[src/tcc_pkg.sv]
// constants, field layouts and helpers for the timer capture block
package tcc_pkg;

    // ------------------------------------------------------------
    // block geometry
    // ------------------------------------------------------------
    localparam int         NCH          = 3;
    localparam int         CNT_W        = 16;
    localparam int         DIV_W        = 7;
    localparam logic [15:0] CNT_MAX     = 16'hFFFF;

    // ------------------------------------------------------------
    // register offsets inside a channel window and block registers
    // ------------------------------------------------------------
    localparam logic [5:0] OFF_CCR      = 6'h00;
    localparam logic [5:0] OFF_CMR      = 6'h04;
    localparam logic [5:0] OFF_CV       = 6'h10;
    localparam logic [5:0] OFF_RA       = 6'h14;
    localparam logic [5:0] OFF_RB       = 6'h18;
    localparam logic [5:0] OFF_RC       = 6'h1C;
    localparam logic [5:0] OFF_SR       = 6'h20;
    localparam logic [5:0] OFF_IER      = 6'h24;
    localparam logic [5:0] OFF_IDR      = 6'h28;
    localparam logic [5:0] OFF_IMR      = 6'h2C;
    localparam logic [7:0] ADDR_BCR     = 8'hC0;
    localparam logic [7:0] ADDR_BMR     = 8'hC4;
    localparam logic [1:0] BLOCK_WIN    = 2'h3;

    // ------------------------------------------------------------
    // control register bits
    // ------------------------------------------------------------
    localparam int CCR_CLK_ON   = 0;
    localparam int CCR_CLK_OFF  = 1;
    localparam int CCR_SW_TRIG  = 2;
    localparam int BCR_SYNC     = 0;

    // ------------------------------------------------------------
    // mode register fields
    // ------------------------------------------------------------
    localparam int CMR_CLKSEL_LO  = 0;   // 3 bits, 0-4 internal, 5-7 ext
    localparam int CMR_INVERT     = 3;
    localparam int CMR_GATE_LO    = 4;   // 2 bits, 0 none, 1-3 ext in
    localparam int CMR_HALT       = 6;   // halt on b load / c match
    localparam int CMR_DISABLE    = 7;   // disable on b load / c match
    localparam int CMR_TRGEDG_LO  = 8;   // 2 bits edge code
    localparam int CMR_EVSEL_LO   = 10;  // capture: bit10 line sel
    localparam int CMR_EV_TRIG_EN = 12;
    localparam int CMR_C_TRIG     = 14;
    localparam int CMR_WAVE       = 15;
    localparam int CMR_LDA_LO     = 16;  // 2 bits edge code
    localparam int CMR_LDB_LO     = 18;  // 2 bits edge code
    localparam int CMR_W          = 20;
    localparam int BMR_W          = 6;   // 2 bits per ext clock input

    // ------------------------------------------------------------
    // status register bits
    // ------------------------------------------------------------
    localparam int SR_OVF     = 0;
    localparam int SR_LOVR    = 1;
    localparam int SR_CMATCH  = 4;
    localparam int SR_LOAD_A  = 5;
    localparam int SR_LOAD_B  = 6;
    localparam int SR_ETRIG   = 7;
    localparam int FLAG_W     = 8;
    localparam int SR_CLK_ON  = 16;
    localparam int SR_LINE_A  = 17;
    localparam int SR_LINE_B  = 18;

    // ------------------------------------------------------------
    // edge codes and reset values
    // ------------------------------------------------------------
    localparam logic [1:0] EDGE_NONE    = 2'h0;
    localparam logic [1:0] EDGE_RISE    = 2'h1;
    localparam logic [1:0] EDGE_FALL    = 2'h2;
    localparam logic [1:0] EDGE_BOTH    = 2'h3;
    localparam logic [CMR_W-1:0] CMR_RST = '0;
    localparam logic [15:0] CNT_RST     = 16'h0000;

    function automatic logic edge_hit(input logic [1:0] code,
                                      input logic       prev,
                                      input logic       cur);
        logic rise;
        logic fall;
        rise = cur & ~prev;
        fall = prev & ~cur;
        unique case (code)
            EDGE_RISE: edge_hit = rise;
            EDGE_FALL: edge_hit = fall;
            EDGE_BOTH: edge_hit = rise | fall;
            EDGE_NONE: edge_hit = 1'b0;
        endcase
    endfunction

endpackage

[src/tcc_timer_capture.sv]
// three-channel 16-bit timer counter in capture mode with apb registers
//
// Design decisions made here: the APB register port and the address map.
`timescale 1ns/1ps

module tcc_timer_capture (
    input  wire logic                     clock_i,
    input  wire logic                     rst_i,
    input  wire logic                     psel_i,
    input  wire logic                     penable_i,
    input  wire logic                     pwrite_i,
    input  wire logic [7:0]               paddr_i,
    input  wire logic [31:0]              pwdata_i,
    output logic      [31:0]              prdata_o,
    output logic                          pready_o,
    output logic                          pslverr_o,
    input  wire logic                     slow_clock_i,
    input  wire logic [tcc_pkg::NCH-1:0]  ext_clock_pin_i,
    input  wire logic [tcc_pkg::NCH-1:0]  io_line_a_i,
    output logic      [tcc_pkg::NCH-1:0]  io_line_a_o,
    output logic      [tcc_pkg::NCH-1:0]  io_line_a_oe_o,
    input  wire logic [tcc_pkg::NCH-1:0]  io_line_b_i,
    output logic      [tcc_pkg::NCH-1:0]  io_line_b_o,
    output logic      [tcc_pkg::NCH-1:0]  io_line_b_oe_o,
    output logic      [tcc_pkg::NCH-1:0]  irq_o
);
    import tcc_pkg::*;

    // ------------------------------------------------------------
    // shared state
    // ------------------------------------------------------------
    logic [DIV_W-1:0]  div_r;
    logic [DIV_W-1:0]  div_nxt;
    logic [BMR_W-1:0]  bmr_r;
    logic [BMR_W-1:0]  bmr_nxt;
    logic [31:0]       prdata_r;
    logic [31:0]       prdata_nxt;
    logic              pready_r;
    logic              pready_nxt;
    logic              pslverr_r;
    logic              pslverr_nxt;
    logic [NCH-1:0]    xc;
    logic [NCH-1:0]    la_lvl;

    logic [15:0]       cv_r    [NCH];
    logic [15:0]       ra_r    [NCH];
    logic [15:0]       rb_r    [NCH];
    logic [15:0]       rc_r    [NCH];
    logic [CMR_W-1:0]  cmr_r   [NCH];
    logic [FLAG_W-1:0] flags_r [NCH];
    logic [FLAG_W-1:0] imr_r   [NCH];
    logic [NCH-1:0]    en_r;

    // ------------------------------------------------------------
    // bus strobes, taken at the completing access edge
    // ------------------------------------------------------------
    logic       acc;
    logic       wr;
    logic       rd;
    logic [1:0] win;
    logic [5:0] off;
    logic       sync_cmd;

    assign acc      = psel_i & penable_i & pready_r;
    assign wr       = acc & pwrite_i;
    assign rd       = acc & ~pwrite_i;
    assign win      = paddr_i[7:6];
    assign off      = paddr_i[5:0];
    assign sync_cmd = wr & (paddr_i == ADDR_BCR) & pwdata_i[BCR_SYNC];

    // ------------------------------------------------------------
    // external clock inputs and chaining
    // ------------------------------------------------------------
    genvar k;
    generate
        for (k = 0; k < NCH; k++) begin : g_xc
            always_comb begin
                unique case (bmr_r[2*k +: 2])
                    2'h0: xc[k] = ext_clock_pin_i[k];
                    2'h1: xc[k] = 1'b0;
                    2'h2: xc[k] = la_lvl[(k + 1) % NCH];
                    2'h3: xc[k] = la_lvl[(k + 2) % NCH];
                endcase
            end
        end
    endgenerate

    // ------------------------------------------------------------
    // divider, block mode and apb slave
    // ------------------------------------------------------------
    logic [31:0] rdata;
    logic        hit;

    always_comb begin
        rdata = 32'h0000_0000;
        hit   = 1'b1;
        if (win == BLOCK_WIN) begin
            if (paddr_i == ADDR_BMR) begin
                rdata = {26'h000_0000, bmr_r};
            end else if (paddr_i != ADDR_BCR) begin
                hit = 1'b0;
            end
        end else begin
            unique case (off)
                OFF_CCR, OFF_IER, OFF_IDR: rdata = 32'h0000_0000;
                OFF_CMR: rdata = {12'h000, cmr_r[win]};
                OFF_CV:  rdata = {16'h0000, cv_r[win]};
                OFF_RA:  rdata = {16'h0000, ra_r[win]};
                OFF_RB:  rdata = {16'h0000, rb_r[win]};
                OFF_RC:  rdata = {16'h0000, rc_r[win]};
                OFF_SR:  rdata = {13'h0000, io_line_b_i[win], la_lvl[win],
                                  en_r[win], 8'h00, flags_r[win]};
                OFF_IMR: rdata = {24'h00_0000, imr_r[win]};
                default: hit = 1'b0;
            endcase
        end
    end

    always_comb begin
        div_nxt     = div_r + 7'h01;
        bmr_nxt     = bmr_r;
        if (wr && paddr_i == ADDR_BMR) begin
            bmr_nxt = pwdata_i[BMR_W-1:0];
        end
        // one wait-free access: answer is set up during the setup cycle
        pready_nxt  = psel_i & ~penable_i;
        pslverr_nxt = psel_i & ~penable_i & ~hit;
        prdata_nxt  = prdata_r;
        if (psel_i && !penable_i && !pwrite_i) begin
            prdata_nxt = hit ? rdata : 32'h0000_0000;
        end
    end

    always_ff @(posedge clock_i or posedge rst_i) begin
        if (rst_i) begin
            div_r     <= '0;
            bmr_r     <= '0;
            prdata_r  <= 32'h0000_0000;
            pready_r  <= 1'b0;
            pslverr_r <= 1'b0;
        end else begin
            div_r     <= div_nxt;
            bmr_r     <= bmr_nxt;
            prdata_r  <= prdata_nxt;
            pready_r  <= pready_nxt;
            pslverr_r <= pslverr_nxt;
        end
    end

    assign prdata_o  = prdata_r;
    assign pready_o  = pready_r;
    assign pslverr_o = pslverr_r;

    // ------------------------------------------------------------
    // channels
    // ------------------------------------------------------------
    genvar i;
    generate
        for (i = 0; i < NCH; i++) begin : g_ch
            logic [15:0]       cv_n;
            logic [15:0]       ra_n;
            logic [15:0]       rb_n;
            logic [15:0]       rc_n;
            logic [CMR_W-1:0]  cmr_n;
            logic [FLAG_W-1:0] flags_n;
            logic [FLAG_W-1:0] imr_n;
            logic              en_n;
            logic              run_r;
            logic              run_n;
            logic              pend_r;
            logic              pend_n;
            logic              a_done_r;
            logic              a_done_n;
            logic              ra_new_r;
            logic              ra_new_n;
            logic              rb_new_r;
            logic              rb_new_n;
            logic              clk_prev_r;
            logic              la_prev_r;
            logic              ev_prev_r;
            logic              irq_r;
            logic              oe_a_r;
            logic              oe_b_r;
            logic              lvl;
            logic              tick;
            logic              ev_sig;
            logic              ext_trig;
            logic              trig;
            logic              wave;
            logic              cmatch;
            logic              my_wr;
            logic              my_rd;

            assign la_lvl[i] = cmr_r[i][CMR_WAVE] ? io_line_a_o[i]
                                                  : io_line_a_i[i];

            always_comb begin
                cv_n     = cv_r[i];
                ra_n     = ra_r[i];
                rb_n     = rb_r[i];
                rc_n     = rc_r[i];
                cmr_n    = cmr_r[i];
                imr_n    = imr_r[i];
                en_n     = en_r[i];
                run_n    = run_r;
                pend_n   = pend_r;
                a_done_n = a_done_r;
                ra_new_n = ra_new_r;
                rb_new_n = rb_new_r;
                my_wr    = wr & (win == 2'(i));
                my_rd    = rd & (win == 2'(i));
                wave     = cmr_r[i][CMR_WAVE];
                // clock select, invert, gate; inputs assumed slow enough
                lvl  = 1'({xc, slow_clock_i, div_r[6], div_r[4], div_r[2],
                           div_r[0]} >> cmr_r[i][CMR_CLKSEL_LO +: 3])
                       ^ cmr_r[i][CMR_INVERT];
                tick = lvl & ~clk_prev_r
                       & 1'({xc, 1'b1} >> cmr_r[i][CMR_GATE_LO +: 2]);
                // one edge detector serves the chosen event source
                if (wave) begin
                    ev_sig   = 1'({xc, io_line_b_i[i]}
                                  >> cmr_r[i][CMR_EVSEL_LO +: 2]);
                    ext_trig = edge_hit(cmr_r[i][CMR_TRGEDG_LO +: 2],
                                        ev_prev_r, ev_sig)
                               & cmr_r[i][CMR_EV_TRIG_EN];
                end else begin
                    ev_sig   = cmr_r[i][CMR_EVSEL_LO] ? la_lvl[i]
                                                      : io_line_b_i[i];
                    ext_trig = edge_hit(cmr_r[i][CMR_TRGEDG_LO +: 2],
                                        ev_prev_r, ev_sig);
                end
                trig = ext_trig | sync_cmd
                       | (my_wr & off == OFF_CCR
                          & pwdata_i[CCR_SW_TRIG]);
                cmatch = en_r[i] & run_r & tick & (cv_r[i] == rc_r[i]);
                // clear only what the read returned, so later sets survive
                flags_n = (my_rd && off == OFF_SR)
                          ? flags_r[i] & ~prdata_r[FLAG_W-1:0] : flags_r[i];
                if (my_rd && off == OFF_RA) begin
                    ra_new_n = 1'b0;
                end
                if (my_rd && off == OFF_RB) begin
                    rb_new_n = 1'b0;
                end
                if (trig) begin
                    pend_n   = 1'b1;
                    run_n    = 1'b1;
                    a_done_n = 1'b0;
                end
                flags_n[SR_ETRIG] = flags_n[SR_ETRIG] | ext_trig;
                if (tick && en_r[i] && run_r) begin
                    if (pend_r || (cmatch && cmr_r[i][CMR_C_TRIG])) begin
                        cv_n   = CNT_RST;
                        pend_n = trig;
                    end else begin
                        cv_n = cv_r[i] + 16'h0001;
                        if (cv_r[i] == CNT_MAX) begin
                            flags_n[SR_OVF] = 1'b1;
                        end
                    end
                end
                if (cmatch) begin
                    flags_n[SR_CMATCH] = 1'b1;
                    if (wave && cmr_r[i][CMR_HALT]) begin
                        run_n = 1'b0;
                    end
                    if (wave && cmr_r[i][CMR_DISABLE]) begin
                        en_n = 1'b0;
                    end
                end
                // capture loads alternate A then B
                if (!wave && !a_done_r
                    && edge_hit(cmr_r[i][CMR_LDA_LO +: 2], la_prev_r,
                                la_lvl[i])) begin
                    ra_n     = cv_r[i];
                    a_done_n = 1'b1;
                    flags_n[SR_LOAD_A] = 1'b1;
                    flags_n[SR_LOVR]   = flags_n[SR_LOVR] | ra_new_r;
                    ra_new_n = 1'b1;
                end
                if (!wave && a_done_r
                    && edge_hit(cmr_r[i][CMR_LDB_LO +: 2], la_prev_r,
                                la_lvl[i])) begin
                    rb_n     = cv_r[i];
                    a_done_n = 1'b0;
                    flags_n[SR_LOAD_B] = 1'b1;
                    flags_n[SR_LOVR]   = flags_n[SR_LOVR] | rb_new_r;
                    rb_new_n = 1'b1;
                    if (cmr_r[i][CMR_HALT]) begin
                        run_n = 1'b0;
                    end
                    if (cmr_r[i][CMR_DISABLE]) begin
                        en_n = 1'b0;
                    end
                end
                if (my_wr) begin
                    unique case (off)
                        OFF_CMR: cmr_n = pwdata_i[CMR_W-1:0];
                        OFF_RC:  rc_n  = pwdata_i[15:0];
                        OFF_RA:  ra_n  = wave ? pwdata_i[15:0] : ra_n;
                        OFF_RB:  rb_n  = wave ? pwdata_i[15:0] : rb_n;
                        OFF_IER: imr_n = imr_r[i] | pwdata_i[FLAG_W-1:0];
                        OFF_IDR: imr_n = imr_r[i] & ~pwdata_i[FLAG_W-1:0];
                        default: imr_n = imr_n;
                    endcase
                end
                if (my_wr && off == OFF_CCR) begin
                    if (pwdata_i[CCR_CLK_ON]) begin
                        en_n = 1'b1;
                    end
                    // disable outranks enable written together
                    if (pwdata_i[CCR_CLK_OFF]) begin
                        en_n = 1'b0;
                    end
                end
                // start and stop mean nothing while disabled
                run_n = run_n & en_n & en_r[i];
            end

            always_ff @(posedge clock_i or posedge rst_i) begin
                if (rst_i) begin
                    cv_r[i]    <= CNT_RST;
                    ra_r[i]    <= CNT_RST;
                    rb_r[i]    <= CNT_RST;
                    rc_r[i]    <= CNT_RST;
                    cmr_r[i]   <= CMR_RST;
                    flags_r[i] <= '0;
                    imr_r[i]   <= '0;
                    en_r[i]    <= 1'b0;
                    run_r      <= 1'b0;
                    pend_r     <= 1'b0;
                    a_done_r   <= 1'b0;
                    ra_new_r   <= 1'b0;
                    rb_new_r   <= 1'b0;
                    clk_prev_r <= 1'b0;
                    la_prev_r  <= 1'b0;
                    ev_prev_r  <= 1'b0;
                    irq_r      <= 1'b0;
                    oe_a_r     <= 1'b0;
                    oe_b_r     <= 1'b0;
                    io_line_a_o[i] <= 1'b0;
                    io_line_b_o[i] <= 1'b0;
                end else begin
                    cv_r[i]    <= cv_n;
                    ra_r[i]    <= ra_n;
                    rb_r[i]    <= rb_n;
                    rc_r[i]    <= rc_n;
                    cmr_r[i]   <= cmr_n;
                    flags_r[i] <= flags_n;
                    imr_r[i]   <= imr_n;
                    en_r[i]    <= en_n;
                    run_r      <= run_n;
                    pend_r     <= pend_n;
                    a_done_r   <= a_done_n;
                    ra_new_r   <= ra_new_n;
                    rb_new_r   <= rb_new_n;
                    clk_prev_r <= lvl;
                    la_prev_r  <= la_lvl[i];
                    ev_prev_r  <= ev_sig;
                    irq_r      <= |(flags_n & imr_n);
                    oe_a_r     <= cmr_n[CMR_WAVE];
                    oe_b_r     <= cmr_n[CMR_WAVE]
                                  & (cmr_n[CMR_EVSEL_LO +: 2] != 2'h0);
                    // waveform drive levels belong to the output controller
                    io_line_a_o[i] <= 1'b0;
                    io_line_b_o[i] <= 1'b0;
                end
            end

            assign irq_o[i]          = irq_r;
            assign io_line_a_oe_o[i] = oe_a_r;
            assign io_line_b_oe_o[i] = oe_b_r;
        end
    endgenerate

endmodule

[config.mk]
export PLATFORM = sky130hd
export DESIGN_NAME = tcc_timer_capture
export DESIGN_NICKNAME = d
export VERILOG_FILES = /design/src/tcc_pkg.sv /design/src/tcc_timer_capture.sv
export SDC_FILE = /design/constraint.sdc
export NUM_CORES = 1
export LEC_CHECK = 0
export ABC_CLOCK_PERIOD_IN_PS = 11500
export BUFFER_PORTS_ARGS = -buffer_cell sky130_fd_sc_hd__buf_4
export CORE_ASPECT_RATIO = 1.2
export CORE_UTILIZATION = 56
export CTS_CLUSTER_SIZE = 30
export DETAILED_ROUTE_END_ITERATION = 7
export PLACE_DENSITY = 0.73
export SLEW_MARGIN = 10
export SYNTH_ARGS = -nofsm -noshare
export SYNTH_HDL_FRONTEND = slang
export SYNTH_SLANG_ARGS = --single-unit
[constraint.sdc]
create_clock -name clock_i -period 11.5 [get_ports clock_i]
set_input_delay 1.725 -clock clock_i [delete_from_list [all_inputs] [get_ports clock_i]]
set_output_delay 1.725 -clock clock_i [all_outputs]
set_load 0.005 [all_outputs]
# --- Yosys cells after proc, flatten, opt, wreduce, memory -nomap -nowiden ---
# Index checks and enable logic that the tools add are counted.
# Widths: inputs -> output; s select.
word_totals:
  regBits: 383
  out_inout_bits: 49
  word_cells: 551
classes:
  addsub: 4
  order_cmp: 2
  n_eq_ne: 57
  n_shift: 9
  n_mux: 197
  bitwise: 128
  n_reduce_logical: 89
ops:
  columns: ["operator", "n"]
  rows:
  - ["$mux 16", 41]
  - ["$pmux 20 s7", 1]
  - ["$bmux 16 s2", 4]
  - ["$mux 1", 112]
  - ["$mux 8", 10]
  - ["$and 8x8->8", 9]
  - ["$and 1x1->1", 65]
  - ["$mux 32", 2]
  - ["$pmux 1 s4", 15]
  - ["$eq 2x2->1 const B", 26]
  - ["$add 16x1->16 const B", 3]
  - ["$eq 16x16->1", 3]
  - ["$eq 16x16->1 const B", 3]
  - ["$pmux 8 s2", 3]
  - ["$logic_and 1x1->1", 42]
  - ["$bmux 20 s2", 1]
  - ["$mux 20", 2]
  - ["$bmux 8 s2", 2]
  - ["$eq 2x1->1 const B", 13]
  - ["$logic_not 2->1", 13]
  - ["$eq 6x5->1 const B", 4]
  - ["$eq 6x6->1 const B", 4]
  - ["$or 1x1->1", 24]
  - ["$or 8x8->8", 3]
  - ["other kinds (22)", 81]

# --- Depth between registers and ports, before layout ---
depth:
  depth_word: 19
  depth_mapped: 14

# --- Worst setup path after synthesis ---
# Ideal clock, no wire load.
synth_path:
  path_kind: "input to register"
  startpoint: "input port io_line_a_i[2] (netlist bit)"
  endpoint: "register g_ch[2].run_r"
  setup_ns: 0.088
  arrival_time_ns: 3.858
  setup_slack_ns: 7.554
  path_stages: 13
  path_buffers: 0
  cell_sequence: "nand2b_4 -> inv_2 -> a311o_2 -> mux2_2 -> nor2_1 -> a21oi_1 -> ha_1 -> mux2i_1 -> a41oi_1 -> o31ai_1 -> a211oi_1 -> a221o_1 -> nor3b_1"
synth_between:
  elab_chain_len: 19
  word_cells_on_any_way: 46
  cone_classes: "3 x shift; 20 x mux; 22 x bitwise; 1 x reduce/logical"
synth_rtl:
  columns: ["item", "line", "source"]
  rows:
  - ["from (decl)", "tcc_timer_capture.sv:19", "input wire logic [tcc_pkg::NCH-1:0] io_line_a_i,"]
  - ["$mux 1 *", "tcc_timer_capture.sv:194", "assign la_lvl[i] = cmr_r[i][CMR_WAVE] ? io_line_a_o[i]"]
  - ["net la_lvl[2]", "tcc_timer_capture.sv:43", "logic [NCH-1:0] la_lvl;"]
  - ["$pmux 1 s4", "tcc_timer_capture.sv:78", "unique case (bmr_r[2*k +: 2])"]
  - ["$shr 4x2->1", "tcc_timer_capture.sv:221", "ev_sig = 1'({xc, io_line_b_i[i]}"]
  - ["$not 1->1", "tcc_pkg.sv:85", "fall = prev & ~cur;"]
  - ["$and 1x1->1", "tcc_pkg.sv:85", null]
  - ["$or 1x1->1", "tcc_pkg.sv:89", "EDGE_BOTH: edge_hit = rise | fall;"]
  - ["$pmux 1 s4", "tcc_pkg.sv:86", "unique case (code)"]
  - ["(+4 left out)", null, null]
  - ["$or 1x1->1", "tcc_timer_capture.sv:233", "| (my_wr & off == OFF_CCR"]
  - ["$mux 1", "tcc_timer_capture.sv:245", "if (trig) begin"]
  - ["$mux 1", "tcc_timer_capture.sv:264", "if (wave && cmr_r[i][CMR_HALT]) begin"]
  - ["$mux 1", "tcc_timer_capture.sv:262", "if (cmatch) begin"]
  - ["$mux 1", "tcc_timer_capture.sv:289", "if (cmr_r[i][CMR_HALT]) begin"]
  - ["$mux 1", "tcc_timer_capture.sv:281", "if (!wave && a_done_r"]
  - ["$and 1x1->1 * (2 in a row)", "tcc_timer_capture.sv:317", "run_n = run_n & en_n & en_r[i];"]
  - ["net g_ch[2].run_n", "tcc_timer_capture.sv:169", "logic run_n;"]
  - ["to (signal assigned)", "tcc_timer_capture.sv:352", "run_r <= run_n;"]
  - ["to (decl)", "tcc_timer_capture.sv:168", "logic run_r;"]
# The timed path passes the listed nets; every way through them passes the cells marked *. The select of a mux whose other input is x is not followed.
# A chain may end at the register's enable or synchronous reset.

# --- Worst setup path in the final report ---
layout_path:
  startpoint: "input port paddr_i[7]"
  endpoint: "register prdata_r[2], in the netlist prdata_o[2]"
layout_between:
  elab_chain_len: 7
  word_cells_on_any_way: 32
  cone_classes: "3 x eq/ne; 28 x mux; 1 x bitwise"
layout_rtl:
  columns: ["item", "line", "source"]
  rows:
  - ["from (decl)", "tcc_timer_capture.sv:12", "input wire logic [7:0] paddr_i,"]
  - ["$not 2->3 (implied by the code)", null, null]
  - ["$bmux 8 s2 (tied with other cells)", "tcc_timer_capture.sv:113", "OFF_IMR: rdata = {24'h00_0000, imr_r[win]};"]
  - ["$mux 8 (implied by the code) (tied with other cells) (2 in a row)", "tcc_timer_capture.sv:113", null]
  - ["$pmux 20 s7", "tcc_timer_capture.sv:104", "unique case (off)"]
  - ["$mux 32", "tcc_timer_capture.sv:97", "if (win == BLOCK_WIN) begin"]
  - ["$mux 32 *", "tcc_timer_capture.sv:130", "prdata_nxt = hit ? rdata : 32'h0000_0000;"]
  - ["to (signal assigned)", "tcc_timer_capture.sv:144", "prdata_r <= prdata_nxt;"]
  - ["to (decl)", "tcc_timer_capture.sv:36", "logic [31:0] prdata_r;"]
# Mark *: on every way between the ends. The rest lies on a longest branch, timed or not. The select of a mux whose other input is x is not followed.

==> run metrics <==
htree depth=2; Starting DRT DRC Count=1901; gpl congestion=0.992; Fmax=0.203 GHz; Root Buffer=clkbuf_16; critical path class=input pin to flop; Detailed Place HPWL=48.6 mm; Most used DFF post-synth=dfrtp_1; register area share after synthesis=43.9%; Post-synth EDFFs=0; full die area=38200 um2; Die W=179 um; CTS resizes=0; maximum vdd drop=0.101 mV; P_leak=0.00998 uW; Yosys top cell area share=43.9%; CORE AREA=36900 um2; first-pass GRT wire length=106 mm; DR WL/cell=26.6 um; asr flop ratio synth=100%; Synth Cell Area=21000 um2; PD cells=132 nW/um2; Initial Util=56.8%; setup violators final=0; CTS max path bufs=3; Final Cycle Share=42.8%; slew margin rel.=13.7%; Worst Path Arrival=5380 ps; status=completed; Worst Tran Pin Value=1290 ps; DR vias/cell=6.62; Post CTS Setup Buffer Count=0; # hold bufs at CTS=0; grt ovf=0; Cells after Synth=2197; clk sinks=368; most frequent cells in the layout=dfrtp_1 (368), nand2_1 (227), mux2i_1 (203); clock transition at the registers of the reported paths=60 ps; TritonCTS buffer count=40; unrepaired setup endpoints after global routing=false; Area Overhead vs Synth=9.40%; drt pass-1 iters=5; Fin. Hold Viols=0; CP required=11960 ps; initial antenna violation count=2; boundary pin count=104; largest net degree at the start of global routing=188; Critical Path Source Type=input pin; top cells by area, synth=dfrtp_1 (44%), mux2i_1 (9.7%), mux2_2 (6.3%); Placement Rows=77; Slew Viols, Final=0; Critical Path End Type=flop; Netlist cell types=92; setup TNS=0 ps; via count=17573; detailed-route DRC error count=0; Layout Nets=2225; IO Port Bufs=73; clk_lat worst skew=560 ps; final instance area=22900 um2; CTS tree=yes; DP Area=21600 um2; Max-cap violations=0; Syn Area/Cell=9.54 um2; dominant cell type by area after synthesis=dfrtp_1; worst-path maximum fanout=74; Final Skew=23.8 ps; antenna-violating nets left=0; vias in the first global route=17061; Routed WL=70.6 mm; commonest non-fill, non-tap cell in the layout=dfrtp_1; die height=214 um; min Tclk post-route=4920 ps; layout cells sized above 1=15.7%; #FFs+latches synth=368; All-Layer GR Usage=37.5%; type of the tightest min-delay check=flop to flop; Syn. warnings=0
## routing by layer
| layer | part of all wire, % | up-vias | wire [um] | GRT usage, % |
|---|---|---|---|---|
| met5 | 0 | - | 0 | 0 |
| met4 | 6.2 | 0 | 4380 | 20.4 |
| met3 | 10 | 219 | 7040 | 8.23 |
| met2 | 44 | 953 | 31300 | 55.7 |
| met1 | 40 | 8692 | 27900 | 50.8 |
| li1 | - | 7709 | - | - |
## through the flow
stage	hold WS [ps]	total power [uW]	cells	worst slack (ps)	util, %
floorplan	446	1590	2214	4840	-
global placement	460	1690	2583	6220	58.5
detailed placement	472	1700	2583	6180	58.5
CTS	485	3040	2654	6760	62.2
global route	496	3120	2654	6530	62.2
finish	478	3030	2655	6580	62.2
## power breakdown
group	leakage (uW)	internal [uW]	switching, uW
Combinational	0.00430	95.2	188
Sequential	0.00500	1330	73.3
Clock	0.000676	808	543
Total	0.00998	2230	805
## critical path: stages
cell and delay (ps):
buf_4 420, buf_4 730, nor2b_4 270, buf_4 360
buf_4 660, nand2_1 290, o21ai_0 250, a22oi_1 120
o221ai_1 120, a221oi_1 90, o31ai_1 270
## worst paths after layout
kind / slack [ps] / from / cells past startpoint / to
setup / recovery: 6580 / paddr_i[7] / 11 / prdata_o[2]
max in group asynchronous: 7890 / rst_i / 5 / prdata_o[15]
hold / removal: 480 / prdata_o[8] / 2 / prdata_o[8]
min in group asynchronous: 1370 / rst_i / 3 / g_ch[2].ra_new_r
hold reg to reg: 480 / prdata_o[8] / 2 / prdata_o[8]
setup reg to reg: 7360 / cmr_r[15] / 11 / g_ch[1].irq_r
## area by class of cell
type                            instances  area [um2]
Antenna cell                            1        2.50
Multi-Input combinational cell       1586       10800
Clock inverter                         12         168
Tap cell                              474         593
Sequential cell                       368        9210
Inverter                               50         191
Clock buffer                           59        1190
Timing Repair Buffer                  105         805
Fill cell                            3065       14000
## cells by family after synthesis
| group | count (synthesis) | synth area share (%) |
|---|---|---|
| compound gates | 546 | 16.4 |
| other cells | 1 | 0.0179 |
| fa+ha+maj | 19 | 1.13 |
| flops | 368 | 43.9 |
| simple gates | 624 | 14.5 |
| xor+xnor | 54 | 2.26 |
| buf+inv | 260 | 5.30 |
| mux | 325 | 16.5 |
## sequential cells by signal (all words and copies together) (netlist names), 6 cells and up
| name | cells |
|---|---|
| cv_r | 48 |
| flags_r | 24 |
| ra_r | 48 |
| cmr_r | 60 |
| div_r | 7 |
| imr_r | 24 |
| bmr_r | 6 |
| prdata_o | 20 |
| rb_r | 48 |
| rc_r | 48 |
## cell usage after synthesis (5+ instances only)
library cell    n
a31oi_1         9
o211ai_1       18
and4_1          5
nor3_1         14
and2_1          9
buf_1          26
inv_1          49
nor3b_1         5
dfrtp_1       368
or3_1           6
buf_4          30
o22ai_1        32
o31ai_1        32
nor2_1        146
a22o_1         17
and3_1         18
xnor2_1        53
mux2i_1       203
a21boi_0        8
a22oi_1        16
nand2b_1       23
nand3_1        43
a21oi_1       143
buf_2          11
nor4_2          6
ha_1           19
clkbuf_1      141
nor4_1         10
mux2_2        118
nand2_1       227
nand3b_1        9
a211oi_1        8
o21ai_0       178
a32o_1          6
nor2b_1        34
o221ai_1       11
or2_2          12
a21o_1         11
nand4_1        33
No activity file was read; power rests on OpenSTA's default activity.
